[src/shared/sar_pkg.sv]
// Purpose: constants, register map and types of the sar channel sequencer
// Assumes: 10 MHz system clock, 32-bit avalon-mm register port
// Notes:   every register occupies one aligned word; unused bits read zero
package sar_pkg;

  // ---------------------------------------------------------------
  // converter geometry and timing
  // ---------------------------------------------------------------
  localparam int          RES_BITS     = 12;       // result width
  localparam int          NUM_CHAN     = 8;        // sequencer inputs
  localparam int          CONV_HZ_MAX  = 18000000; // highest conversion clock
  localparam int          CONV_CYC_MIN = 18;       // least clocks per result
  localparam int          MIN_SAMPLE   = CONV_CYC_MIN - RES_BITS; // floor of window
  localparam int          CLK_HZ       = 10000000; // system clock
  localparam int          WAKE_NS      = 35000;    // wake-up time, 35 us
  localparam int          WAKE_CYC     = (WAKE_NS * (CLK_HZ / 1000000) + 999) / 1000;

  // ---------------------------------------------------------------
  // register byte offsets
  // ---------------------------------------------------------------
  localparam logic [7:0]  OFS_CTRL     = 8'h00;    // enable, mode, start, channel
  localparam logic [7:0]  OFS_CHEN     = 8'h04;    // channel enable mask
  localparam logic [7:0]  OFS_STAT     = 8'h08;    // state and scan-done flag
  localparam logic [7:0]  OFS_LIMLO    = 8'h0c;    // low range limit
  localparam logic [7:0]  OFS_LIMHI    = 8'h10;    // high range limit
  localparam logic [7:0]  OFS_RANGE    = 8'h14;    // per-channel out-of-range flags
  localparam logic [7:0]  OFS_STIME    = 8'h20;    // sample time, one word per channel
  localparam logic [7:0]  OFS_RES      = 8'h40;    // result buffer, one word per channel

  // ---------------------------------------------------------------
  // field positions
  // ---------------------------------------------------------------
  localparam int          CTRL_EN      = 0;        // block enable
  localparam int          CTRL_AUTO    = 1;        // 1 scan by state machine, 0 firmware channel
  localparam int          CTRL_CONT    = 2;        // repeat scans
  localparam int          CTRL_START   = 3;        // write 1 to start, reads zero
  localparam int          CTRL_CH_LO   = 4;        // firmware channel, bits 6:4
  localparam int          STAT_BUSY    = 0;        // sampling or converting
  localparam int          STAT_READY   = 1;        // awake and usable
  localparam int          STAT_DONE    = 2;        // scan done, write 1 to clear
  localparam int          STAT_RUN     = 3;        // scan request pending
  localparam int          STAT_FCNT_LO = 4;        // stream buffer fill, bits 5:4
  localparam int          RES_VALID    = 31;       // result unread, cleared by read

  // ---------------------------------------------------------------
  // reset values
  // ---------------------------------------------------------------
  localparam logic [11:0] RST_LIMLO    = 12'h000;  // low limit
  localparam logic [11:0] RST_LIMHI    = 12'hfff;  // high limit
  localparam logic [7:0]  RST_STIME    = 8'h06;    // sample window in conversion clocks
  localparam logic [7:0]  RST_CHEN     = 8'h01;    // channel 0 only

  // sequencer states
  typedef enum logic [2:0] {
    S_OFF, S_WAKE, S_IDLE, S_SAMPLE, S_CONV
  } sar_state_t;

endpackage

[src/logic/sar_seq.sv]
// Purpose: digital control of a 12-bit sar converter with 8-channel sequencer
// Assumes: sar_cmp comes from the converter's comparator, clocked with clk
// Notes:   results leave through per-channel buffers and a two-entry stream
//
// Chosen here: the register offsets and the Avalon-MM interface to the registers.
`timescale 1ns/1ps
`default_nettype none

// Function
// - at most 18 MHz, at least 18 clocks
// - acquisition window length is programmable
// - eight-input sequencer selects converter input
// - autonomous scan, no idle between channels while the stream buffer has room
// - state machine scan or firmware channel select
// - separate result buffer for every channel
// - per-channel sample time applied on conversion
// - out-of-range request raised per result immediately
// - no operation during deep low-power mode
// - clock off in sleep, 35 us wake
module sar_seq #(
  parameter int CONV_DIV = 1   // system clocks per conversion clock
) (
  // clock and reset
  input  wire logic                        clk,
  input  wire logic                        rst_n,
  // avalon-mm register slave
  input  wire logic [7:0]                  avs_address,
  input  wire logic                        avs_read,
  input  wire logic                        avs_write,
  input  wire logic [31:0]                 avs_writedata,
  input  wire logic [3:0]                  avs_byteenable,
  output logic [31:0]                      avs_readdata,
  output logic                             avs_waitrequest,
  // power control
  input  wire logic                        deep_sleep,
  output logic                             sar_ready,
  // analog front end
  input  wire logic                        sar_cmp,
  output logic [2:0]                       sar_mux_sel,
  output logic                             sar_sample,
  output logic [sar_pkg::RES_BITS-1:0]     sar_dac,
  // result stream
  output logic                             res_valid,
  input  wire logic                        res_ready,
  output logic [2:0]                       res_chan,
  output logic [sar_pkg::RES_BITS-1:0]     res_data,
  // event requests
  output logic                             scan_done_irq,
  output logic                             range_irq
);
  import sar_pkg::*;

  // ---------------------------------------------------------------
  // elaboration checks
  // ---------------------------------------------------------------
  if (CONV_DIV < 1 || CONV_DIV > 65535) begin : g_bad_div
    $error("CONV_DIV must lie in 1..65535");
  end
  if (CLK_HZ / CONV_DIV > CONV_HZ_MAX) begin : g_fast_div
    $error("conversion clock above its ceiling");
  end

  // ---------------------------------------------------------------
  // state
  // ---------------------------------------------------------------
  typedef struct packed {
    sar_state_t         st;       // sequencer state
    logic [8:0]         wcnt;     // wake-up countdown
    logic [15:0]        div;      // conversion clock divider
    logic [7:0]         scnt;     // sample window countdown
    logic [3:0]         bitn;     // bit under trial
    logic [11:0]        code;     // trial code driven to the dac
    logic [2:0]         ch;       // channel in work or next in scan
    logic               en;       // block enable
    logic               auto_md;  // scan by state machine
    logic               cont;     // repeat scans
    logic               run;      // scan request pending
    logic [2:0]         man_ch;   // firmware channel
    logic [7:0]         chen;     // enabled channels
    logic [11:0]        lo;       // low limit
    logic [11:0]        hi;       // high limit
    logic [7:0][7:0]    stime;    // sample time per channel
    logic [7:0][11:0]   res;      // result buffer per channel
    logic [7:0]         rvalid;   // unread result per channel
    logic [7:0]         rflag;    // sticky out-of-range per channel
    logic               done;     // sticky scan done
    logic [1:0][14:0]   fq;       // stream buffer, entry 0 is head
    logic [1:0]         fcnt;     // stream buffer fill
    logic               ack;      // bus answer cycle
    logic [31:0]        rdata;    // read data held for the answer
  } sar_st_t;

  sar_st_t s;       // registered state
  sar_st_t next_s;  // next state

  // ---------------------------------------------------------------
  // helpers
  // ---------------------------------------------------------------
  // next enabled channel after cur; wrap set when scan order restarts
  function automatic logic [3:0] next_chan(input logic [7:0] en, input logic [2:0] cur);
    logic [2:0] c;
    logic       found;
    next_chan = {1'b0, cur};
    found     = 1'b0;
    for (int i = 1; i <= NUM_CHAN; i++) begin
      c = 3'(cur + 3'(i));
      if (!found && en[c]) begin
        found     = 1'b1;
        next_chan = {(c <= cur), c};
      end
    end
  endfunction

  // sample window length, never shorter than the conversion floor needs
  function automatic logic [7:0] samp_len(input logic [7:0] t);
    samp_len = (t < 8'(MIN_SAMPLE)) ? 8'(MIN_SAMPLE) : t;
  endfunction

  // register read view
  function automatic logic [31:0] rd_word(input sar_st_t r, input logic [7:0] a);
    rd_word = 32'h0000_0000;
    if (a == OFS_CTRL) begin
      rd_word[CTRL_EN]                  = r.en;
      rd_word[CTRL_AUTO]                = r.auto_md;
      rd_word[CTRL_CONT]                = r.cont;
      rd_word[CTRL_CH_LO+2:CTRL_CH_LO]  = r.man_ch;
    end else if (a == OFS_CHEN) begin
      rd_word[7:0] = r.chen;
    end else if (a == OFS_STAT) begin
      rd_word[STAT_BUSY]  = (r.st == S_SAMPLE) || (r.st == S_CONV);
      rd_word[STAT_READY] = (r.st != S_OFF) && (r.st != S_WAKE);
      rd_word[STAT_DONE]  = r.done;
      rd_word[STAT_RUN]   = r.run;
      rd_word[STAT_FCNT_LO+1:STAT_FCNT_LO] = r.fcnt;
    end else if (a == OFS_LIMLO) begin
      rd_word[11:0] = r.lo;
    end else if (a == OFS_LIMHI) begin
      rd_word[11:0] = r.hi;
    end else if (a == OFS_RANGE) begin
      rd_word[7:0] = r.rflag;
    end else if (a[7:5] == OFS_STIME[7:5] && a[1:0] == 2'b00) begin
      rd_word[7:0] = r.stime[a[4:2]];
    end else if (a[7:5] == OFS_RES[7:5] && a[1:0] == 2'b00) begin
      rd_word[11:0]      = r.res[a[4:2]];
      rd_word[RES_VALID] = r.rvalid[a[4:2]];
    end
  endfunction

  // ---------------------------------------------------------------
  // next-state logic
  // ---------------------------------------------------------------
  always_comb begin
    logic [31:0] wd;     // write data merged by byte enables
    logic [3:0]  nc;     // next channel with wrap flag
    logic [11:0] kept;   // code after deciding the trial bit
    logic        tick;   // conversion clock enable
    logic        go;     // start the next sample at once
    wd     = 32'h0000_0000;
    nc     = 4'h0;
    kept   = 12'h000;
    go     = 1'b0;
    next_s = s;

    // conversion clock divider, one enable pulse per period
    tick = (s.div == 16'(CONV_DIV - 1));
    next_s.div = tick ? 16'h0000 : s.div + 16'h0001;

    // bus: first cycle captures read data, second answers
    next_s.ack = (avs_read || avs_write) && !s.ack;
    if ((avs_read || avs_write) && !s.ack) begin
      next_s.rdata = rd_word(s, avs_address);
    end
    // reading a result consumes its unread mark
    if (avs_read && s.ack && avs_address[7:5] == OFS_RES[7:5]) begin
      next_s.rvalid[avs_address[4:2]] = 1'b0;
    end
    if (avs_write && s.ack) begin
      wd = rd_word(s, avs_address);
      for (int b = 0; b < 4; b++) begin
        if (avs_byteenable[b]) wd[8*b +: 8] = avs_writedata[8*b +: 8];
      end
      if (avs_address == OFS_CTRL) begin
        next_s.en      = wd[CTRL_EN];
        next_s.auto_md = wd[CTRL_AUTO];
        next_s.cont    = wd[CTRL_CONT];
        next_s.man_ch  = wd[CTRL_CH_LO+2:CTRL_CH_LO];
        if (avs_byteenable[0] && avs_writedata[CTRL_START]) begin
          next_s.run = 1'b1;
          nc         = next_chan(s.chen, 3'h7);
          next_s.ch  = nc[2:0];
        end
      end else if (avs_address == OFS_CHEN) begin
        next_s.chen = wd[7:0];
      end else if (avs_address == OFS_STAT) begin
        if (avs_byteenable[0] && avs_writedata[STAT_DONE]) next_s.done = 1'b0;
      end else if (avs_address == OFS_LIMLO) begin
        next_s.lo = wd[11:0];
      end else if (avs_address == OFS_LIMHI) begin
        next_s.hi = wd[11:0];
      end else if (avs_address == OFS_RANGE) begin
        if (avs_byteenable[0]) next_s.rflag = s.rflag & ~avs_writedata[7:0];
      end else if (avs_address[7:5] == OFS_STIME[7:5] && avs_address[1:0] == 2'b00) begin
        next_s.stime[avs_address[4:2]] = wd[7:0];
      end
    end

    // stream buffer drain
    if (s.fcnt != 2'd0 && res_ready) begin
      next_s.fq[0] = s.fq[1];
      next_s.fcnt  = s.fcnt - 2'd1;
    end

    // sequencer
    case (s.st)
      // high-speed clock stopped: nothing runs
      S_OFF: begin
        if (!deep_sleep) begin
          next_s.st   = S_WAKE;
          next_s.wcnt = 9'(WAKE_CYC - 1);
        end
      end
      // wake-up time counted in system clocks
      S_WAKE: begin
        if (s.wcnt == 9'h000) next_s.st = S_IDLE;
        else next_s.wcnt = s.wcnt - 9'h001;
      end
      // wait for a request and room in the stream buffer
      S_IDLE: begin
        if (tick && s.run && s.en && next_s.fcnt != 2'd2 &&
            (!s.auto_md || s.chen != 8'h00)) begin
          next_s.ch   = s.auto_md ? s.ch : s.man_ch;
          next_s.scnt = samp_len(s.stime[next_s.ch]) - 8'h01;
          next_s.st   = S_SAMPLE;
        end
      end
      // acquisition window on the selected input
      S_SAMPLE: begin
        if (tick) begin
          if (s.scnt == 8'h00) begin
            next_s.st   = S_CONV;
            next_s.bitn = 4'(RES_BITS - 1);
            next_s.code = 12'h800;
          end else begin
            next_s.scnt = s.scnt - 8'h01;
          end
        end
      end
      // one trial bit per conversion clock, msb first
      S_CONV: begin
        if (tick) begin
          kept = sar_cmp ? s.code : (s.code & ~(12'h001 << s.bitn));
          if (s.bitn != 4'h0) begin
            next_s.bitn = s.bitn - 4'h1;
            next_s.code = kept | (12'h001 << (s.bitn - 4'h1));
          end else begin
            next_s.code = kept;
            next_s.res[s.ch]    = kept;
            next_s.rvalid[s.ch] = 1'b1;
            // limit check on every buffered result; set beats clear
            if (kept < s.lo || kept > s.hi) next_s.rflag[s.ch] = 1'b1;
            next_s.fq[next_s.fcnt[0]] = {s.ch, kept};
            next_s.fcnt = next_s.fcnt + 2'd1;
            if (s.auto_md) begin
              nc = next_chan(s.chen, s.ch);
              next_s.ch = nc[2:0];
              if (nc[3] || s.chen == 8'h00) begin
                next_s.done = 1'b1;
                if (!s.cont || s.chen == 8'h00) next_s.run = 1'b0;
              end
            end else begin
              next_s.done = 1'b1;
              if (!s.cont) next_s.run = 1'b0;
            end
            // chain straight into the next sample unless the buffer is full
            go = next_s.run && s.en && next_s.fcnt != 2'd2;
            if (go) begin
              if (!s.auto_md) next_s.ch = s.man_ch;
              next_s.scnt = samp_len(s.stime[next_s.ch]) - 8'h01;
              next_s.st   = S_SAMPLE;
            end else begin
              next_s.st = S_IDLE;
            end
          end
        end
      end
      default: next_s.st = S_IDLE;
    endcase

    // disable abandons a conversion in flight
    if (!s.en && (s.st == S_SAMPLE || s.st == S_CONV)) begin
      next_s.st  = S_IDLE;
      next_s.run = 1'b0;
    end
    // deep low-power mode overrides everything
    if (deep_sleep) begin
      next_s.st  = S_OFF;
      next_s.run = 1'b0;
    end
  end

  // ---------------------------------------------------------------
  // state register
  // ---------------------------------------------------------------
  always_ff @(posedge clk) begin
    if (!rst_n) begin
      s         <= '0;
      s.st      <= S_WAKE;
      s.wcnt    <= 9'(WAKE_CYC - 1);
      s.auto_md <= 1'b1;
      s.chen    <= RST_CHEN;
      s.lo      <= RST_LIMLO;
      s.hi      <= RST_LIMHI;
      s.stime   <= {NUM_CHAN{RST_STIME}};
    end else begin
      s <= next_s;
    end
  end

  // ---------------------------------------------------------------
  // outputs
  // ---------------------------------------------------------------
  assign avs_waitrequest = (avs_read || avs_write) && !s.ack;
  assign avs_readdata    = s.rdata;
  assign sar_ready       = (s.st != S_OFF) && (s.st != S_WAKE);
  assign sar_mux_sel     = s.ch;
  assign sar_sample      = (s.st == S_SAMPLE);
  assign sar_dac         = s.code;
  assign res_valid       = (s.fcnt != 2'd0);
  assign res_chan        = s.fq[0][14:12];
  assign res_data        = s.fq[0][11:0];
  assign scan_done_irq   = s.done;
  assign range_irq       = |s.rflag;

endmodule

`default_nettype wire

[config.mk]
export PLATFORM = sky130hd
export DESIGN_NAME = sar_seq
export DESIGN_NICKNAME = d
export VERILOG_FILES = /design/src/shared/sar_pkg.sv /design/src/logic/sar_seq.sv
export SDC_FILE = /design/constraint.sdc
export NUM_CORES = 1
export LEC_CHECK = 0
export ABC_AREA = 1
export BUFFER_PORTS_ARGS = -buffer_cell sky130_fd_sc_hd__buf_4
export CAP_MARGIN = 15
export CORE_ASPECT_RATIO = 0.8
export CORE_UTILIZATION = 40
export DETAILED_ROUTE_END_ITERATION = 8
export SYNTH_ARGS = -nofsm -noshare
export SYNTH_HDL_FRONTEND = slang
export SYNTH_SLANG_ARGS = --single-unit
[constraint.sdc]
create_clock -name clk -period 9.9 [get_ports clk]
set_input_delay 0.495 -clock clk [delete_from_list [all_inputs] [get_ports clk]]
set_output_delay 0.495 -clock clk [all_outputs]
set_load 0.1 [all_outputs]
== After elaboration in Yosys (flattened, before gate mapping) ==
Index checks and enable logic that the tools add are counted.
Operators by class
  $lt $le $gt $ge: 27
  eq/ne operators: 38
  bitwise gates (word level): 17
  shift-type cells: 2
  add/subtract/negate cells: 15
  multiplexer cells: 256
  reduce and logical (&&, ||, !) cells: 89
Operators by type and width (number)
  $mux W12: 25
  $mux W8: 26
  $mux W64: 3
  $mux W88: 2
  $mux W49: 3
  $mux W106: 1
  $mux W1: 101
  $bwmux W96: 1
  $mux W96: 1
  $mux W3: 29
  $mux W4: 20
  $mux W76: 1
  $bmux W8 S3: 3
  $bwmux W64: 1
  $lt A3 B4 Y1 const B: 11
  $bmux W12 S3: 1
  $demux W12 S3: 1
  $mux W9: 4
  $logic_and A1 B1 Y1: 34
  $pmux W16 S2: 1
  $bwmux W30: 1
  $bmux W1 S3: 9
  $mux W27: 1
  $demux W8 S3: 1
  73 further kinds: 163
Word-level totals
  register bits after elaboration: 317
  logic and storage cells: 485

== Logic depth before layout (Yosys ltp) ==
  word-level depth: 78
  depth in mapped cells: 37

== Worst setup path before layout ==
No wires, ideal clock.
  path kind: register to register
  start: reg s (netlist bit sar_mux_sel[0])
  end: reg s[306] in the netlist's numbering
  arrival: 3.758 ns
  clock period less this slack: 3.828 ns
  stages on the path, launching flop included: 34
  setup slack: 6.072 ns
  data required time: 9.830 ns
  cell sequence: dfxtp_1 buf_6 inv_6 buf_4 ha_1 buf_2 inv_2 nand3_1 nand3_2 nand2_4 nor2_8 nand4_4 nor2_4 nand3_1 nand2_1 nand2_4 nand2_4 buf_6 buf_6 nand2_1 nand3_1 nand3_1 nand2_1 nand2_1 nor2_2 nand2_4 nand2_2 inv_1 ha_1 nand4_1 inv_1 nand2_1 nand3_1 a21oi_1
Between the ends
  cells in the longest elaborated chain, start to end: 72
  elaborated cells on any way between the ends: 127
  classes of those cells: 9 x add/sub; 10 x order compare; 1 x eq/ne; 89 x mux; 18 x reduce/logical
RTL lines
  start, declared: line sar_seq.sv:93  | sar_st_t s;
  start signal, assigned: line sar_seq.sv:315  | s <= next_s;
  $add A3 B1 Y3: line sar_seq.sv:106  | c = 3'(cur + 3'(i));
  $bmux W1 S3: line sar_seq.sv:107  | if (!found && en[c]) begin
  $mux W1 (implied by the code): line sar_seq.sv:107
  $mux W1: line sar_seq.sv:107
  $mux W1: line sar_seq.sv:263  | if (s.auto_md) begin
  $mux W1: line sar_seq.sv:252  | if (s.bitn != 4'h0) begin
  $mux W1: line sar_seq.sv:250  | if (tick) begin
  $mux W1: line sar_seq.sv:214  | case (s.st)
  [56 not listed]
  $mux W8 (implied by the code): line sar_seq.sv:278  | next_s.scnt = samp_len(s.stime[next_s.ch]) - 8'h01;
  $lt A8 B3 Y1: line sar_seq.sv:116  | samp_len = (t < 8'(MIN_SAMPLE)) ? 8'(MIN_SAMPLE) : t;
  $mux W8: line sar_seq.sv:116
  $sub A8 B1 Y8: line sar_seq.sv:278
  $mux W8: line sar_seq.sv:276  | if (go) begin
  $mux W8: line sar_seq.sv:252
  $mux W27: line sar_seq.sv:250
  $pmux W8 S3: line sar_seq.sv:214
Several ways; a longest one is shown, not always the timed one. The select of a mux whose other input is x is not followed.
A chain may end at the register's enable or synchronous reset.

== Final worst setup path ==
  start: reg s (netlist bit sar_mux_sel[1])
  end: reg s[306] in the netlist's numbering
The elaborated chain is that of the path after synthesis.

==> metrics.txt <==
internal reg-to-reg setup slack=roughly 4.3 ns; Sink Count=between 300 and 400; Final ANT Viol Nets=0; Worst-Skew Late Latency=between 0.5 and 0.6 ns; Core Area=between 40000 and 50000 um^2; CP startpoint kind=register; first-pass GRT wire length=roughly 93 mm; Hold Path Class=in2reg; via count=17900; Die H=between 150 and 200 um; register area share after synthesis=0.353; die area=around 46000 um^2; Critical Path Fanout Max=43; pin count of the biggest net entering global routing=84; Worst VDD drop=between 0.09 and 0.1 mV; PortBufs=77; Yosys top cell by area=dfxtp_1; final setup skew=between 0.01 and 0.015 ns; multiplexer share of the synthesized area=0.00800; synthesis-stage register bit count=~320; ys flop type=dfxtp_1; most frequent cells in the layout=nand2_1 (385), inv_1 (376), o21ai_0 (361), a21oi_1 (343), dfxtp_1 (317); wirelength, routed=60.4 mm; status=completed; pre-CTS WS=roughly 4.4 ns; post-CTS sizing=0; share of cells above drive strength 1=0.0942; slowest CP cell=dfxtp_1; clk root buf=clkbuf_16; n_diodes=0; Synth async-reset ratio=0; DRC=0; Synth cell types=58; Worst Tran Pin Value=about 1.1 ns; antenna violations before repair=1; Compound-Gate Fraction of Synth Area=0.274; Max stage delay on crit path=0.77 ns; Slew headroom=0.289; RSZ-0062 raised after global routing=false; Post-Synth XOR/XNOR Area=0.00535; critical path type=reg2reg; crit end category=register; Synth Instances=2637; largest family of logic cells by synthesized area=compound AO/OA/AOI/OAI gates; Period Utilization, post-route=0.564; static leakage=just under 9 nW; most common cell after layout, fill and taps aside=nand2_1; post-synthesis simple-gate area fraction=0.185; syn_area_per_cell=6.82 um^2; CTS Buf Count=36; starting density of the core=0.405; site row count=slightly below 70; Slew Viols, Final=0; gpl congestion=between 0.9 and 1; Synth Area in Adders=0.0313; I/O pins=119; HPWL Detailed=41.8 mm; cts hold-fix bufs=0; Die Width=approximately 240 um; top-area cell type share of the netlist area=0.353; Worst Path Required=10.37 ns; Worst EP arrival=just over 6 ns; TNS Setup=0 ns; CTS tree=done; vias per inst=approximately 5.5; vias in the first global route=approximately 16000; Layout Area Growth over Synthesis=9.71%; ranking of synthesized cells by area=dfxtp_1 (35%), o21ai_0 (10%), a21oi_1 (9.5%); final setup fails=0; Mapped Area=18000 um^2; max-cap viol count=0; Achievable Freq=approximately 180 MHz; CP dominant cell by count=nand2_1; EDFF count, synth=0; first drt pass iteration count=6; Final Hold Viols=0; Reg clk slew, reported paths=approximately 0.060 ns; WL per Instance=~19 um; nets=about 2700; GRT overflow=0; Yosys Warn Count=0; final setup margin=between 4 and 5 ns; Post-CTS Setup Bufs=0; H-tree depth=2; Final min period=5.58 ns; pwr/cell area=~150 nW/um^2; Max Buffers Root-to-Sink=3; Total GRT Usage=0.259; initial drt markers=about 1800
[Yosys cell counts, drive strengths merged, types with 3 or more instances]
cell,instances
a21boi,3
a21oi,348
a221oi,12
a22oi,26
a31oi,8
buf,89
clkbuf,120
clkinv,4
dfxtp,317
ha,45
inv,387
mux2,11
nand2,406
nand3,126
nand4,22
nor2,142
nor3,31
nor3b,4
nor4,16
o2111ai,11
o211ai,44
o21ai,381
o21bai,5
o221ai,4
o22ai,32
o311ai,5
o31ai,5
or2,5
xnor2,4
xor2,7
[worst max-delay path, delay by kind of cell (launching register included)]
kind | cells | cell delay, ns
AOI/OAI and AO/OA | 2 | 0.26
adders and majority gates | 2 | 0.82
buffers and inverters | 6 | 0.80
DFF | 1 | 0.77
and+or+nand+nor | 23 | 2.84
[layer usage]
metal / global-route usage / vias up / share of wire
met2: 0.388 / 774 / 0.42
li1: - / 8704 / -
met5: 0 / - / 0
met1: 0.383 / 8289 / 0.46
met4: 0.0653 / 0 / 0.023
met3: 0.0430 / 97 / 0.094
[worst paths after layout]
kind | from | endpoint | cells after the start
hold / removal | deep_sleep | s[333] | 2
hold reg to reg | s[54] | s[54] | 2
setup reg to reg | sar_mux_sel[1] | s[306] | 33
setup / recovery | sar_mux_sel[1] | s[306] | 33
[where the power goes]
group | total, mW | switching, mW | internal [mW]
Clock | 1.28 | 0.547 | 0.731
Sequential | 1.30 | 0.0113 | 1.29
Combinational | 0.297 | 0.233 | 0.0639
Total | 2.88 | 0.791 | 2.09
[cell type report]
cell class,instances,area (um^2)
fill,4615,24600
multi-input combinational,1738,9200
sequential,317,6350
inverter,391,1480
clock buffer,55,1050
timing repair buffer,117,878
tap,603,754
clock inverter,5,32.5
[per-stage QoR]
stage | area, um^2 | power, mW | hold slack, ns | cells | utilization
after floorplan | 18100 | 1.55 | 0.417 | 2655 | -
after global placement | 18700 | 1.62 | 0.435 | 3166 | 0.420
after detailed placement | 18700 | 1.62 | 0.442 | 3166 | 0.420
after CTS | 19700 | 2.89 | 0.250 | 3226 | 0.445
after global routing | 19700 | 2.97 | 0.290 | 3226 | 0.445
final | 19700 | 2.88 | 0.271 | 3226 | 0.445
[logic make-up after synthesis]
kind of cell             count (synthesis)
AO/OA/AOI/OAI                          895
AND/OR/NAND/NOR                        755
buffers and inverters                  600
flip-flops                             317
adder cells (fa/ha/maj)                 45
multiplexers                            13
XOR/XNOR                                11
other                                    1
[flip-flops by register name (all words and copies together) (netlist names)]
register	cells
sar_mux_sel	3
res_chan	3
avs_readdata	13
sar_dac	12
scan_done_irq	1
s	273
res_data	12
Note: power is estimated with default switching activity, not from simulation.
